--- src/afecp_defines.vh ---
`ifndef AFECP_DEFINES_VH
`define AFECP_DEFINES_VH
`define AFECP_TARGET_ADDR      7'h48
`define AFECP_OFS_STATUS       8'h00
`define AFECP_OFS_PROTECT      8'h01
`define AFECP_OFS_TIA          8'h10
`define AFECP_OFS_REF          8'h11
`define AFECP_OFS_MODE         8'h12
`define AFECP_RST_STATUS       8'h00
`define AFECP_RST_PROTECT      8'h01
`define AFECP_RST_TIA          8'h1C
`define AFECP_RST_REF          8'h00
`define AFECP_RST_MODE         8'h00
`define AFECP_PROTECT_BIT      0
`define AFECP_READY_BIT        0
`define AFECP_MASK_PROTECT     8'h01
`define AFECP_MASK_TIA         8'h1F
`define AFECP_MASK_REF         8'hFF
`define AFECP_MASK_MODE        8'h87
`define AFECP_CLK_HZ           25000000
`define AFECP_SCL_MAX_HZ       100000
`define AFECP_TIMEOUT_US       25000
`define AFECP_TIMEOUT_CYC      ((`AFECP_CLK_HZ / 1000000) * `AFECP_TIMEOUT_US)
`define AFECP_READY_US         10
`define AFECP_READY_CYC        ((`AFECP_CLK_HZ / 1000000) * `AFECP_READY_US)
`endif

--- src/afecp_sync.v ---
module afecp_sync #(
  parameter             WIDTH   = 1,
  parameter [WIDTH-1:0] RST_VAL = {WIDTH{1'b1}}
) (
  input  wire             i_clk,
  input  wire             i_rst,
  input  wire [WIDTH-1:0] i_async,
  output wire [WIDTH-1:0] o_sync
);
  reg [WIDTH-1:0] meta_reg;
  reg [WIDTH-1:0] sync_reg;

  always @(posedge i_clk or posedge i_rst) begin
    if (i_rst) begin
      meta_reg <= RST_VAL;
      sync_reg <= RST_VAL;
    end else begin
      meta_reg <= i_async;
      sync_reg <= meta_reg;
    end
  end

  assign o_sync = sync_reg;
endmodule // afecp_sync

--- src/afecp_timer.v ---
module afecp_timer #(
  parameter LIMIT = 1000,
  parameter WIDTH = 32
) (
  input  wire i_clk,
  input  wire i_rst,
  input  wire i_run,
  output reg  o_expired
);
  reg [WIDTH-1:0] count_reg;

  always @(posedge i_clk or posedge i_rst) begin
    if (i_rst) begin
      count_reg <= {WIDTH{1'b0}};
      o_expired <= 1'b0;
    end else if (!i_run) begin
      count_reg <= {WIDTH{1'b0}};
      o_expired <= 1'b0;
    end else if (count_reg >= LIMIT[WIDTH-1:0] - 1'b1) begin
      o_expired <= 1'b1;
    end else begin
      count_reg <= count_reg + 1'b1;
    end
  end
endmodule // afecp_timer

--- src/afecp_port.v ---
// Overview of operation
// - bus runs at standard mode, 100 kHz
// - fixed target address 1001000
// - drive low for zero, release for one
// - ack matching address, nack otherwise
// - write: pointer then data, each acked
// - read shifts out pointed register byte
// - scl low past timeout resets interface
// - own sda hold past timeout resets
// - protect bit locks transimpedance and reference
// - status bit zero until ready
// - transimpedance gain and load fields
// - reference bit 7 selects source
// - reference bits 6:5 internal zero
// - reference bit 4 bias polarity
// - reference bits 3:0 bias magnitude
// - mode register short switch and mode
// - deselected device ignores bus traffic
`include "afecp_defines.vh"
module afecp_port #(
  parameter TIMEOUT_CYC = `AFECP_TIMEOUT_CYC,
  parameter READY_CYC   = `AFECP_READY_CYC
) (
  input  wire       i_clk,
  input  wire       i_rst,
  input  wire       i_scl,
  input  wire       i_sda,
  output wire       o_sda,
  output wire       o_sda_oe_n,
  input  wire       i_module_select_n,
  output wire [2:0] o_feedback_resistor_sel,
  output wire [1:0] o_load_resistor_sel,
  output wire       o_ref_source_ext,
  output wire [1:0] o_internal_zero_sel,
  output wire       o_bias_negative,
  output wire [3:0] o_bias_sel,
  output wire       o_shorting_switch_en,
  output wire [2:0] o_operating_mode_sel,
  output wire       o_ready
);
  // serial interface states
  localparam ST_IDLE  = 3'd0;
  localparam ST_ADDR  = 3'd1;
  localparam ST_AACK  = 3'd2;
  localparam ST_WRX   = 3'd3;
  localparam ST_WACK  = 3'd4;
  localparam ST_TX    = 3'd5;
  localparam ST_RACK  = 3'd6;

  wire [2:0] pins_s;
  wire       scl_s;
  wire       sda_s;
  wire       sel_n_s;

  afecp_sync #(
    .WIDTH   (3),
    .RST_VAL (3'h7)
  ) u_sync (
    .i_clk   (i_clk),
    .i_rst   (i_rst),
    .i_async ({i_scl, i_sda, i_module_select_n}),
    .o_sync  (pins_s)
  );
  assign scl_s   = pins_s[2];
  assign sda_s   = pins_s[1];
  assign sel_n_s = pins_s[0];

  reg        scl_d_reg;
  reg        sda_d_reg;
  reg [2:0]  state_reg;
  reg [3:0]  bit_reg;
  reg [7:0]  shift_reg;
  reg        ptr_phase_reg;
  reg [7:0]  ptr_reg;
  reg        drive_low_reg;
  reg        rd_dir_reg;
  reg [7:0]  protect_reg;
  reg [7:0]  tia_reg;
  reg [7:0]  ref_reg;
  reg [7:0]  mode_reg;
  reg        ready_reg;
  reg [31:0] ready_cnt_reg;
  reg [7:0]  rd_data;
  wire       scl_rise;
  wire       scl_fall;
  wire       start_cond;
  wire       stop_cond;
  wire       scl_stuck;
  wire       sda_stuck;
  wire       bus_reset;

  // edges seen on synced copies only, so pin skew cannot fake a condition
  assign scl_rise   = scl_s & ~scl_d_reg;
  assign scl_fall   = ~scl_s & scl_d_reg;
  assign start_cond = scl_s & scl_d_reg & sda_d_reg & ~sda_s;
  assign stop_cond  = scl_s & scl_d_reg & ~sda_d_reg & sda_s;

  // idle low scl is harmless, so only transactions count
  // scl low watchdog
  afecp_timer #(
    .LIMIT (TIMEOUT_CYC),
    .WIDTH (32)
  ) u_scl_timer (
    .i_clk     (i_clk),
    .i_rst     (i_rst),
    .i_run     (~scl_s && state_reg != ST_IDLE),
    .o_expired (scl_stuck)
  );

  afecp_timer #(
    .LIMIT (TIMEOUT_CYC),
    .WIDTH (32)
  ) u_sda_timer (
    .i_clk     (i_clk),
    .i_rst     (i_rst),
    .i_run     (drive_low_reg),
    .o_expired (sda_stuck)
  );

  // either watchdog drops the state machine and frees sda
  assign bus_reset = scl_stuck | sda_stuck;

  // counter stops once ready is set
  // power-up ready
  always @(posedge i_clk or posedge i_rst) begin
    if (i_rst) begin
      ready_cnt_reg <= 32'h0;
      ready_reg     <= 1'b0;
    end else if (ready_cnt_reg >= READY_CYC - 1) begin
      ready_reg <= 1'b1;
    end else begin
      ready_cnt_reg <= ready_cnt_reg + 32'h1;
    end
  end

  // pointer decode for the read path
  // reserved reads as zero
  always @* begin
    case (ptr_reg)
      `AFECP_OFS_STATUS:  rd_data = {7'h00, ready_reg};
      `AFECP_OFS_PROTECT: rd_data = protect_reg;
      `AFECP_OFS_TIA:     rd_data = tia_reg;
      `AFECP_OFS_REF:     rd_data = ref_reg;
      `AFECP_OFS_MODE:    rd_data = mode_reg;
      default:            rd_data = 8'h00;
    endcase
  end

  always @(posedge i_clk or posedge i_rst) begin
    if (i_rst) begin
      scl_d_reg     <= 1'b1;
      sda_d_reg     <= 1'b1;
      state_reg     <= ST_IDLE;
      bit_reg       <= 4'h0;
      shift_reg     <= 8'h00;
      ptr_phase_reg <= 1'b0;
      ptr_reg       <= 8'h00;
      drive_low_reg <= 1'b0;
      rd_dir_reg    <= 1'b0;
      protect_reg   <= `AFECP_RST_PROTECT;
      tia_reg       <= `AFECP_RST_TIA;
      ref_reg       <= `AFECP_RST_REF;
      mode_reg      <= `AFECP_RST_MODE;
    end else begin
      scl_d_reg <= scl_s;
      sda_d_reg <= sda_s;
      if (sel_n_s || bus_reset || stop_cond) begin
        state_reg     <= ST_IDLE;
        drive_low_reg <= 1'b0;
      end else if (start_cond) begin
        state_reg     <= ST_ADDR;
        bit_reg       <= 4'h0;
        drive_low_reg <= 1'b0;
      end else begin
        case (state_reg)
          ST_ADDR: begin
            if (scl_rise) begin
              shift_reg <= {shift_reg[6:0], sda_s};
              bit_reg   <= bit_reg + 4'h1;
            end else if (scl_fall && bit_reg == 4'h8) begin
              if (shift_reg[7:1] == `AFECP_TARGET_ADDR) begin
                drive_low_reg <= 1'b1;
                rd_dir_reg    <= shift_reg[0];
                state_reg     <= ST_AACK;
              end else begin
                state_reg <= ST_IDLE;
              end
            end
          end
          ST_AACK: begin
            // ack bit ends on this fall
            if (scl_fall) begin
              bit_reg <= 4'h0;
              if (rd_dir_reg) begin
                shift_reg     <= rd_data;
                drive_low_reg <= ~rd_data[7];
                state_reg     <= ST_TX;
              end else begin
                drive_low_reg <= 1'b0;
                ptr_phase_reg <= 1'b1;
                state_reg     <= ST_WRX;
              end
            end
          end
          ST_WRX: begin
            if (scl_rise) begin
              shift_reg <= {shift_reg[6:0], sda_s};
              bit_reg   <= bit_reg + 4'h1;
            end else if (scl_fall && bit_reg == 4'h8) begin
              drive_low_reg <= 1'b1;
              state_reg     <= ST_WACK;
              if (ptr_phase_reg) begin
                // pointer does not auto-increment
                ptr_reg <= shift_reg;
              end else begin
                case (ptr_reg)
                  `AFECP_OFS_PROTECT: protect_reg <= shift_reg & `AFECP_MASK_PROTECT;
                  `AFECP_OFS_TIA:
                    if (!protect_reg[`AFECP_PROTECT_BIT]) tia_reg <= shift_reg & `AFECP_MASK_TIA;
                  `AFECP_OFS_REF:
                    if (!protect_reg[`AFECP_PROTECT_BIT]) ref_reg <= shift_reg & `AFECP_MASK_REF;
                  `AFECP_OFS_MODE:    mode_reg <= shift_reg & `AFECP_MASK_MODE;
                  default:            mode_reg <= mode_reg;
                endcase
              end
            end
          end
          ST_WACK: begin
            // further bytes go to the same pointer
            if (scl_fall) begin
              drive_low_reg <= 1'b0;
              ptr_phase_reg <= 1'b0;
              bit_reg       <= 4'h0;
              state_reg     <= ST_WRX;
            end
          end
          ST_TX: begin
            // next bit set up while scl is low
            if (scl_fall) begin
              if (bit_reg == 4'h7) begin
                drive_low_reg <= 1'b0;
                state_reg     <= ST_RACK;
              end else begin
                shift_reg     <= {shift_reg[6:0], 1'b0};
                drive_low_reg <= ~shift_reg[6];
                bit_reg       <= bit_reg + 4'h1;
              end
            end
          end
          ST_RACK: begin
            // master ack repeats the byte, nack ends
            if (scl_rise) begin
              state_reg <= sda_s ? ST_IDLE : ST_AACK;
            end
          end
          default: state_reg <= ST_IDLE;
        endcase
      end
    end
  end

  assign o_sda      = 1'b0;
  assign o_sda_oe_n = ~drive_low_reg;

  assign o_feedback_resistor_sel = tia_reg[4:2];
  assign o_load_resistor_sel     = tia_reg[1:0];
  assign o_ref_source_ext        = ref_reg[7];
  assign o_internal_zero_sel     = ref_reg[6:5];
  assign o_bias_negative         = ref_reg[4];
  assign o_bias_sel              = ref_reg[3:0];
  assign o_shorting_switch_en    = mode_reg[7];
  assign o_operating_mode_sel    = mode_reg[2:0];
  assign o_ready                 = ready_reg;
endmodule // afecp_port

--- config.mk ---
export PLATFORM = sky130hd
export DESIGN_NAME = afecp_port
export DESIGN_NICKNAME = d
export VERILOG_FILES = /design/src/afecp_sync.v /design/src/afecp_timer.v /design/src/afecp_port.v
export VERILOG_INCLUDE_DIRS = /design/src
export SDC_FILE = /design/constraint.sdc
export NUM_CORES = 1
export LEC_CHECK = 0
export ABC_AREA = 1
export BUFFER_PORTS_ARGS = -buffer_cell sky130_fd_sc_hd__buf_2
export CAP_MARGIN = 40
export CORE_UTILIZATION = 51
export DETAILED_ROUTE_END_ITERATION = 16
export GPL_ROUTABILITY_DRIVEN = 0
export PLACE_DENSITY = 0.69
export RECOVER_POWER = 100
export SYNTH_ARGS = -nofsm -noshare
export SYNTH_HDL_FRONTEND = slang
export SYNTH_HIERARCHICAL = 1
export SYNTH_SLANG_ARGS = --single-unit
export TNS_END_PERCENT = 1
--- constraint.sdc ---
create_clock -name i_clk -period 3.2 [get_ports i_clk]
set_input_delay 0.64 -clock i_clk [delete_from_list [all_inputs] [get_ports i_clk]]
set_output_delay 0.64 -clock i_clk [all_outputs]
set_load 0.005 [all_outputs]
# Word-level counts from Yosys, hierarchy flattened

Index checks and enable logic that the tools add are counted.

Bits of input ports: 5
Bits in registers: 151
Word-level logic and storage cells: 161

Bitwise logic cells: 20
Mux-type cells: 52
Equal/unequal tests: 38
Reduce and logical (&&, ||, !) cells: 23
$lt $le $gt $ge: 3
Add/subtract/negate cells: 4

Operators by type and width:

| operator                                                                | count |
|---|---|
| 32-bit 2-to-1 mux                                                       | 4 |
| 32-bit by 1-bit adder with 32-bit output, second input constant         | 3 |
| 32-bit by 20-bit >= comparator with 1-bit output, second input constant | 2 |
| 8-bit 2-to-1 mux                                                        | 5 |
| 4-bit != test, second input constant                                    | 10 |
| 8-bit case mux with 5 select lines                                      | 1 |
| 3-bit 2-to-1 mux                                                        | 12 |
| 32-bit by 8-bit >= comparator with 1-bit output, second input constant  | 1 |
| 8-bit by 5-bit equality test with 1-bit output, second input constant   | 3 |
| 8-bit case mux with 3 select lines                                      | 1 |
| 6-bit AND reduction                                                     | 4 |
| 8-bit AND reduction                                                     | 3 |
| 4-bit 2-to-1 mux                                                        | 5 |
| 1-bit 2-to-1 mux                                                        | 18 |
| 2-bit != test, second input constant                                    | 9 |
| 3-bit case mux with 6 select lines                                      | 1 |
| 9-bit AND reduction                                                     | 2 |
| 7-bit AND reduction                                                     | 2 |
| 1-bit NOT                                                               | 12 |
| 4-bit case mux with 3 select lines                                      | 1 |
| 3-bit equality test, second input constant                              | 3 |
| 8-bit by 1-bit equality test with 1-bit output, second input constant   | 1 |
| 8-bit zero test                                                         | 1 |
| 1-bit bitwise AND                                                       | 7 |
| other kinds (20)                                                        | 29 |

# Depth between registers and ports, before layout

Depth after elaboration: 8
Depth in mapped cells: 12

# Cells and area by module

The synthesis kept the hierarchy.

By module, submodules not included:

| module                     | area each (µm²) | cells each | instances |
|---|---|---|---|
| afecp_port                 | 3993.8          | 487        | 1 |
| afecp_timer at u_sda_timer | 1984.4          | 281        | 1 |
| afecp_timer at u_scl_timer | 1911.8          | 267        | 1 |
| afecp_sync                 | 161.4           | 7          | 1 |

# Worst setup path after synthesis

Ideal clock, no wire load.

Path kind: register -> register
From: reg u_sync.sync_reg[1] (netlist: u_sync/o_sync[1])
To: reg ref_reg[2]
Stages on the path, launching flop included: 9
Clock period less this slack: 1.608 ns
Arrival: 1.489 ns
Required time: 3.081 ns
Path buffers: 1
Path slack: 1.592 ns
Cells stage by stage: dfstp_2 inv_1 nand2_1 nor2_8 nor3_2 nand4_4 buf_6 nand2_1 o21ai_2

Cells in the longest elaborated chain, start to end: 4
Elaborated cells on any way between the ends: 7
Classes of those cells: bitwise (5); reduce/logical (2)

Ends and longest elaborated chain:

| what                                                  | RTL line                          | RTL |
|---|---|---|
| from (decl)                                           | afecp_sync.v:11                   | `reg [WIDTH-1:0] sync_reg;` |
| from (signal assigned)                                | afecp_sync.v:19                   | `sync_reg <= meta_reg;` |
| 1-bit bitwise AND or 1-bit NOT (tied branches)        | afecp_port.v:96, afecp_port.v:95  |  |
| 1-bit logical OR or 1-bit bitwise AND (tied branches) | afecp_port.v:167, afecp_port.v:95 |  |
| 1-bit NOT (no source line)                            | -                                 |  |
| 8-bit AND reduction (no source line) *                | -                                 |  |
| to (signal assigned)                                  | afecp_port.v:162                  | `` ref_reg <= `AFECP_RST_REF; `` |
| to (signal assigned)                                  | afecp_port.v:221                  | `` if (!protect_reg[`AFECP_PROTECT_BIT]) ref_reg <= shift_reg & `AFECP_MASK_REF; `` |
| to (decl)                                             | afecp_port.v:79                   | `reg [7:0] ref_reg;` |

Every way passes the cells marked *; elsewhere a longest branch is shown, timed or not.
A chain may end at the register's enable or synchronous reset.

# Final worst setup path

From: reg u_scl_timer.count_reg[0]
To: reg u_scl_timer.count_reg[19]

Cells in the longest elaborated chain, start to end: 3
Elaborated cells on any way between the ends: 5
Classes of those cells: add/sub (1); order compare (1); eq/ne (1); mux (2)

Ends and longest elaborated chain:

| what                                     | RTL line         | RTL |
|---|---|---|
| from (decl)                              | afecp_timer.v:10 | `reg [WIDTH-1:0] count_reg;` |
| from (signal assigned)                   | afecp_timer.v:14 | `count_reg <= {WIDTH{1'b0}};` |
| from (signal assigned)                   | afecp_timer.v:17 | `count_reg <= {WIDTH{1'b0}};` |
| from (signal assigned)                   | afecp_timer.v:22 | `count_reg <= count_reg + 1'b1;` |
| 32-bit by 1-bit adder with 32-bit output | afecp_timer.v:22 |  |
| 32-bit 2-to-1 mux                        | afecp_timer.v:19 | `end else if (count_reg >= LIMIT[WIDTH-1:0] - 1'b1) begin` |
| 32-bit 2-to-1 mux                        | afecp_timer.v:16 | `end else if (!i_run) begin` |

Parallel ways exist; a longest one is shown, timed or not. The select of a mux whose other input is x is not followed.

==> flow_summary.ini <==
[outcome]
status = finished, violations left
violations = capacitance limit, slew limit

[clock_network]
clockBufferDepth = 2
path_clk_slew_ns = 0.06
clkSinkCount = 151
clock-root-buffer = clkbuf_16
numCtsBuffers = 17
post_cts_resized = 0
h-tree-depth = 4
cts_tree = done
insertion_delay_ns = 0.43
post_cts_buffers = 0
holdBufCountCts = 0

[yosys]
syn_nets = 1054
yosys_register_bits = 151
synth.distinct_cells = 41
synthesis.area_sq_um = 8050
synth_edf_count = 0
ys_async_sr_fraction_pct = 100
ys_warn_count = 6
yosys_most_used_dff = dfrtp_1
ys_seq_area_share_pct = 47.1
yosys.area.top_type = dfrtp_1
syn_inst = 1042
avgSynthCellArea_sq_um = 7.73
yosysMostFrequentCell = nand2_1
yosys-top-cells-area = dfrtp_1 (43%), nand2_1 (14%), nor2_1 (6.3%)
synthTopCellsByCount = nand2_1 (295), dfrtp_1 (139), nor2_1 (136), inv_1 (102), nand3_1 (101)
synth_top_area_share_pct = 43.2

[routing]
wirelength_mm = 16.4
ant_nets = 0
post_drt_wl_per_cell_microns = 13.0
vias = 6359
drc = 0
first_iter_violations = 529
vias_per_cell = 5.04
drt_pass1_iterations = 7

[final_layout]
area_growth_pct = 7.66
n_antenna_cell = 0
drive_above_1_share_pct = 8.95
nFillCells = 1435
multi_input_area_sq_um = 3430
ff_latch_area_sq_um = 3790
final_net_count = 1049

[grt]
antenna_found_initial = 0
grt_pass1_vias = 5807
grtUsageTotal_pct = 21.5
grt_max_degree = 65
overflow = 0
grt_pass1_wl_mm = 27.9

[die]
die_x_microns = 128
core_sq_um = 15300
die-area_sq_um = 16300
die_h_microns = 128
row_count = 45
top_level_ports = 25
initial_core_util_pct = 52.6

[timing]
setup_violations = 0
slew_violations = 68
post-route-period-util_pct = 79.2
rsz0062_at_grt = no
fmax_mhz = 395
hold_violations = 0
whs_ns = 0.320
relSlewSlack_pct = -18.9
fin_crit_ns = 2.53
fin_setup_tns_ns = 0
skew_ns = 0.00945
worstMarginPinSlew_ns = 1.78

[critical_path]
critPathLaunchType = flip-flop
cp.arrival_ns = 2.84
critPathMostFrequentCell = nand2_1
max_stage_delay_ns = 0.62
path_max_fanout = 22
crit_required_ns = 3.51
crit_slowest_cell = nand2_1
timing.critical_path.to_type = flip-flop
crit_chain = ha_1 -> nand2_1 -> nand2_1 -> nand2_1 -> nand2_1 -> nand2_1 -> nand2_1 -> nand2_2 -> nand2_1 -> nand2_1 -> nand2_1 -> nand2_1
critical_path_class = reg2reg

[place]
dp_hpwl_mm = 11.3
portBuffers = 23

[power]
irDropWorstVdd_uv = 403
power.leakage_uw = 0.00445
p_per_area_nw_per_um2 = 480

[worst_hold_path]
hold_class = in2reg

[flow_run]
drv_cap = 3
==> cells in the final DEF (no fill, tap or decap), types with 3 or more instances in the layout <==
| master | count |
|---|---|
| a21oi_1 | 14 |
| buf_2 | 17 |
| buf_4 | 3 |
| clkbuf_1 | 9 |
| clkbuf_16 | 17 |
| clkinvlp_4 | 3 |
| dfrtp_1 | 139 |
| dfstp_1 | 5 |
| dfstp_2 | 7 |
| ha_1 | 7 |
| inv_1 | 104 |
| inv_2 | 7 |
| inv_6 | 3 |
| nand2_1 | 301 |
| nand2_2 | 4 |
| nand3_1 | 103 |
| nand4_1 | 48 |
| nor2_1 | 138 |
| nor2_2 | 7 |
| nor3_1 | 8 |
| nor3_2 | 5 |
| o21ai_0 | 31 |
| o21ai_1 | 9 |
| o21bai_1 | 3 |
| xnor2_1 | 4 |
| xor2_1 | 25 |
==> area by class of cell <==
| cell class | count | area share [%] |
|---|---|---|
| well taps | 211 | 3.05 |
| clock buffers | 19 | 5.11 |
| multi-input cells | 724 | 39.6 |
| repair buffers | 29 | 1.65 |
| clock inverters | 13 | 1.91 |
| flip-flops and latches | 151 | 43.8 |
| inverters | 114 | 4.97 |
==> report_power, final <==
| part | switching [uW] | internal, uW | leakage [uW] |
|---|---|---|---|
| clock network | 853 | 1200 | 0.000287 |
| logic | 114 | 36.8 | 0.00211 |
| registers | 23.1 | 1940 | 0.00205 |
==> through the flow <==
stage / utilization [%] / power, uW / setup WS (ns) / instance area, sq um / std cells
final: 56.6 / 4160 / 0.666 / 8670 / 1261
after global routing: 56.6 / 4310 / 0.462 / 8670 / 1261
after CTS: 57.7 / 4220 / 1.08 / 8840 / 1261
after detailed placement: 53.7 / 2160 / 1.15 / 8230 / 1229
after global placement: 53.7 / 2160 / 1.20 / 8230 / 1229
after floorplan: - / 2120 / 0.547 / 8050 / 1042
==> metal layers <==
layer  vias up  GRT usage [%]  wire length [microns]
met2       128           33.6                   7310
li1       3280              -                      -
met3        14           3.89                    706
met5         -              0                      0
met1      2937           30.9                   8210
met4         0           6.23                    184
==> final timing paths <==
path | start | cells past startpoint | endpoint | slack [ns]
worst max-delay path | u_scl_timer/count_reg[0] | 12 | u_scl_timer/count_reg[19] | 0.67
worst min-delay path | i_module_select_n | 1 | u_sync/meta_reg[0] | 0.32
worst max register to register | u_scl_timer/count_reg[0] | 12 | u_scl_timer/count_reg[19] | 0.67
worst min register to register | u_sync/meta_reg[0] | 0 | u_sync/o_sync[0] | 0.36
max in group asynchronous | i_rst | 3 | ptr_reg[6] | 1.00
min in group asynchronous | i_rst | 2 | state_reg[2] | 0.36
==> cells by family (layout without fill, tap and decap cells) <==
family / after synthesis / count (layout) / synth area share [%]
AND/OR/NAND/NOR: 625 / 625 / 35.4
buffers and inverters: 167 / 175 / 8.76
flip-flops: 151 / 151 / 47.1
AO/OA/AOI/OAI: 62 / 62 / 4.44
XOR/XNOR: 29 / 29 / 3.15
adder cells (fa/ha/maj): 7 / 7 / 1.09
other: 1 / 1 / 0.0466
==> worst max-delay path, delay by kind of cell (launching register included) <==
kind | cells | cell delay [ns]
AND/OR/NAND/NOR | 11 | 1.73
flip-flops | 1 | 0.39
adder cells (fa/ha/maj) | 1 | 0.28
No activity file was read; power rests on OpenSTA's default activity.
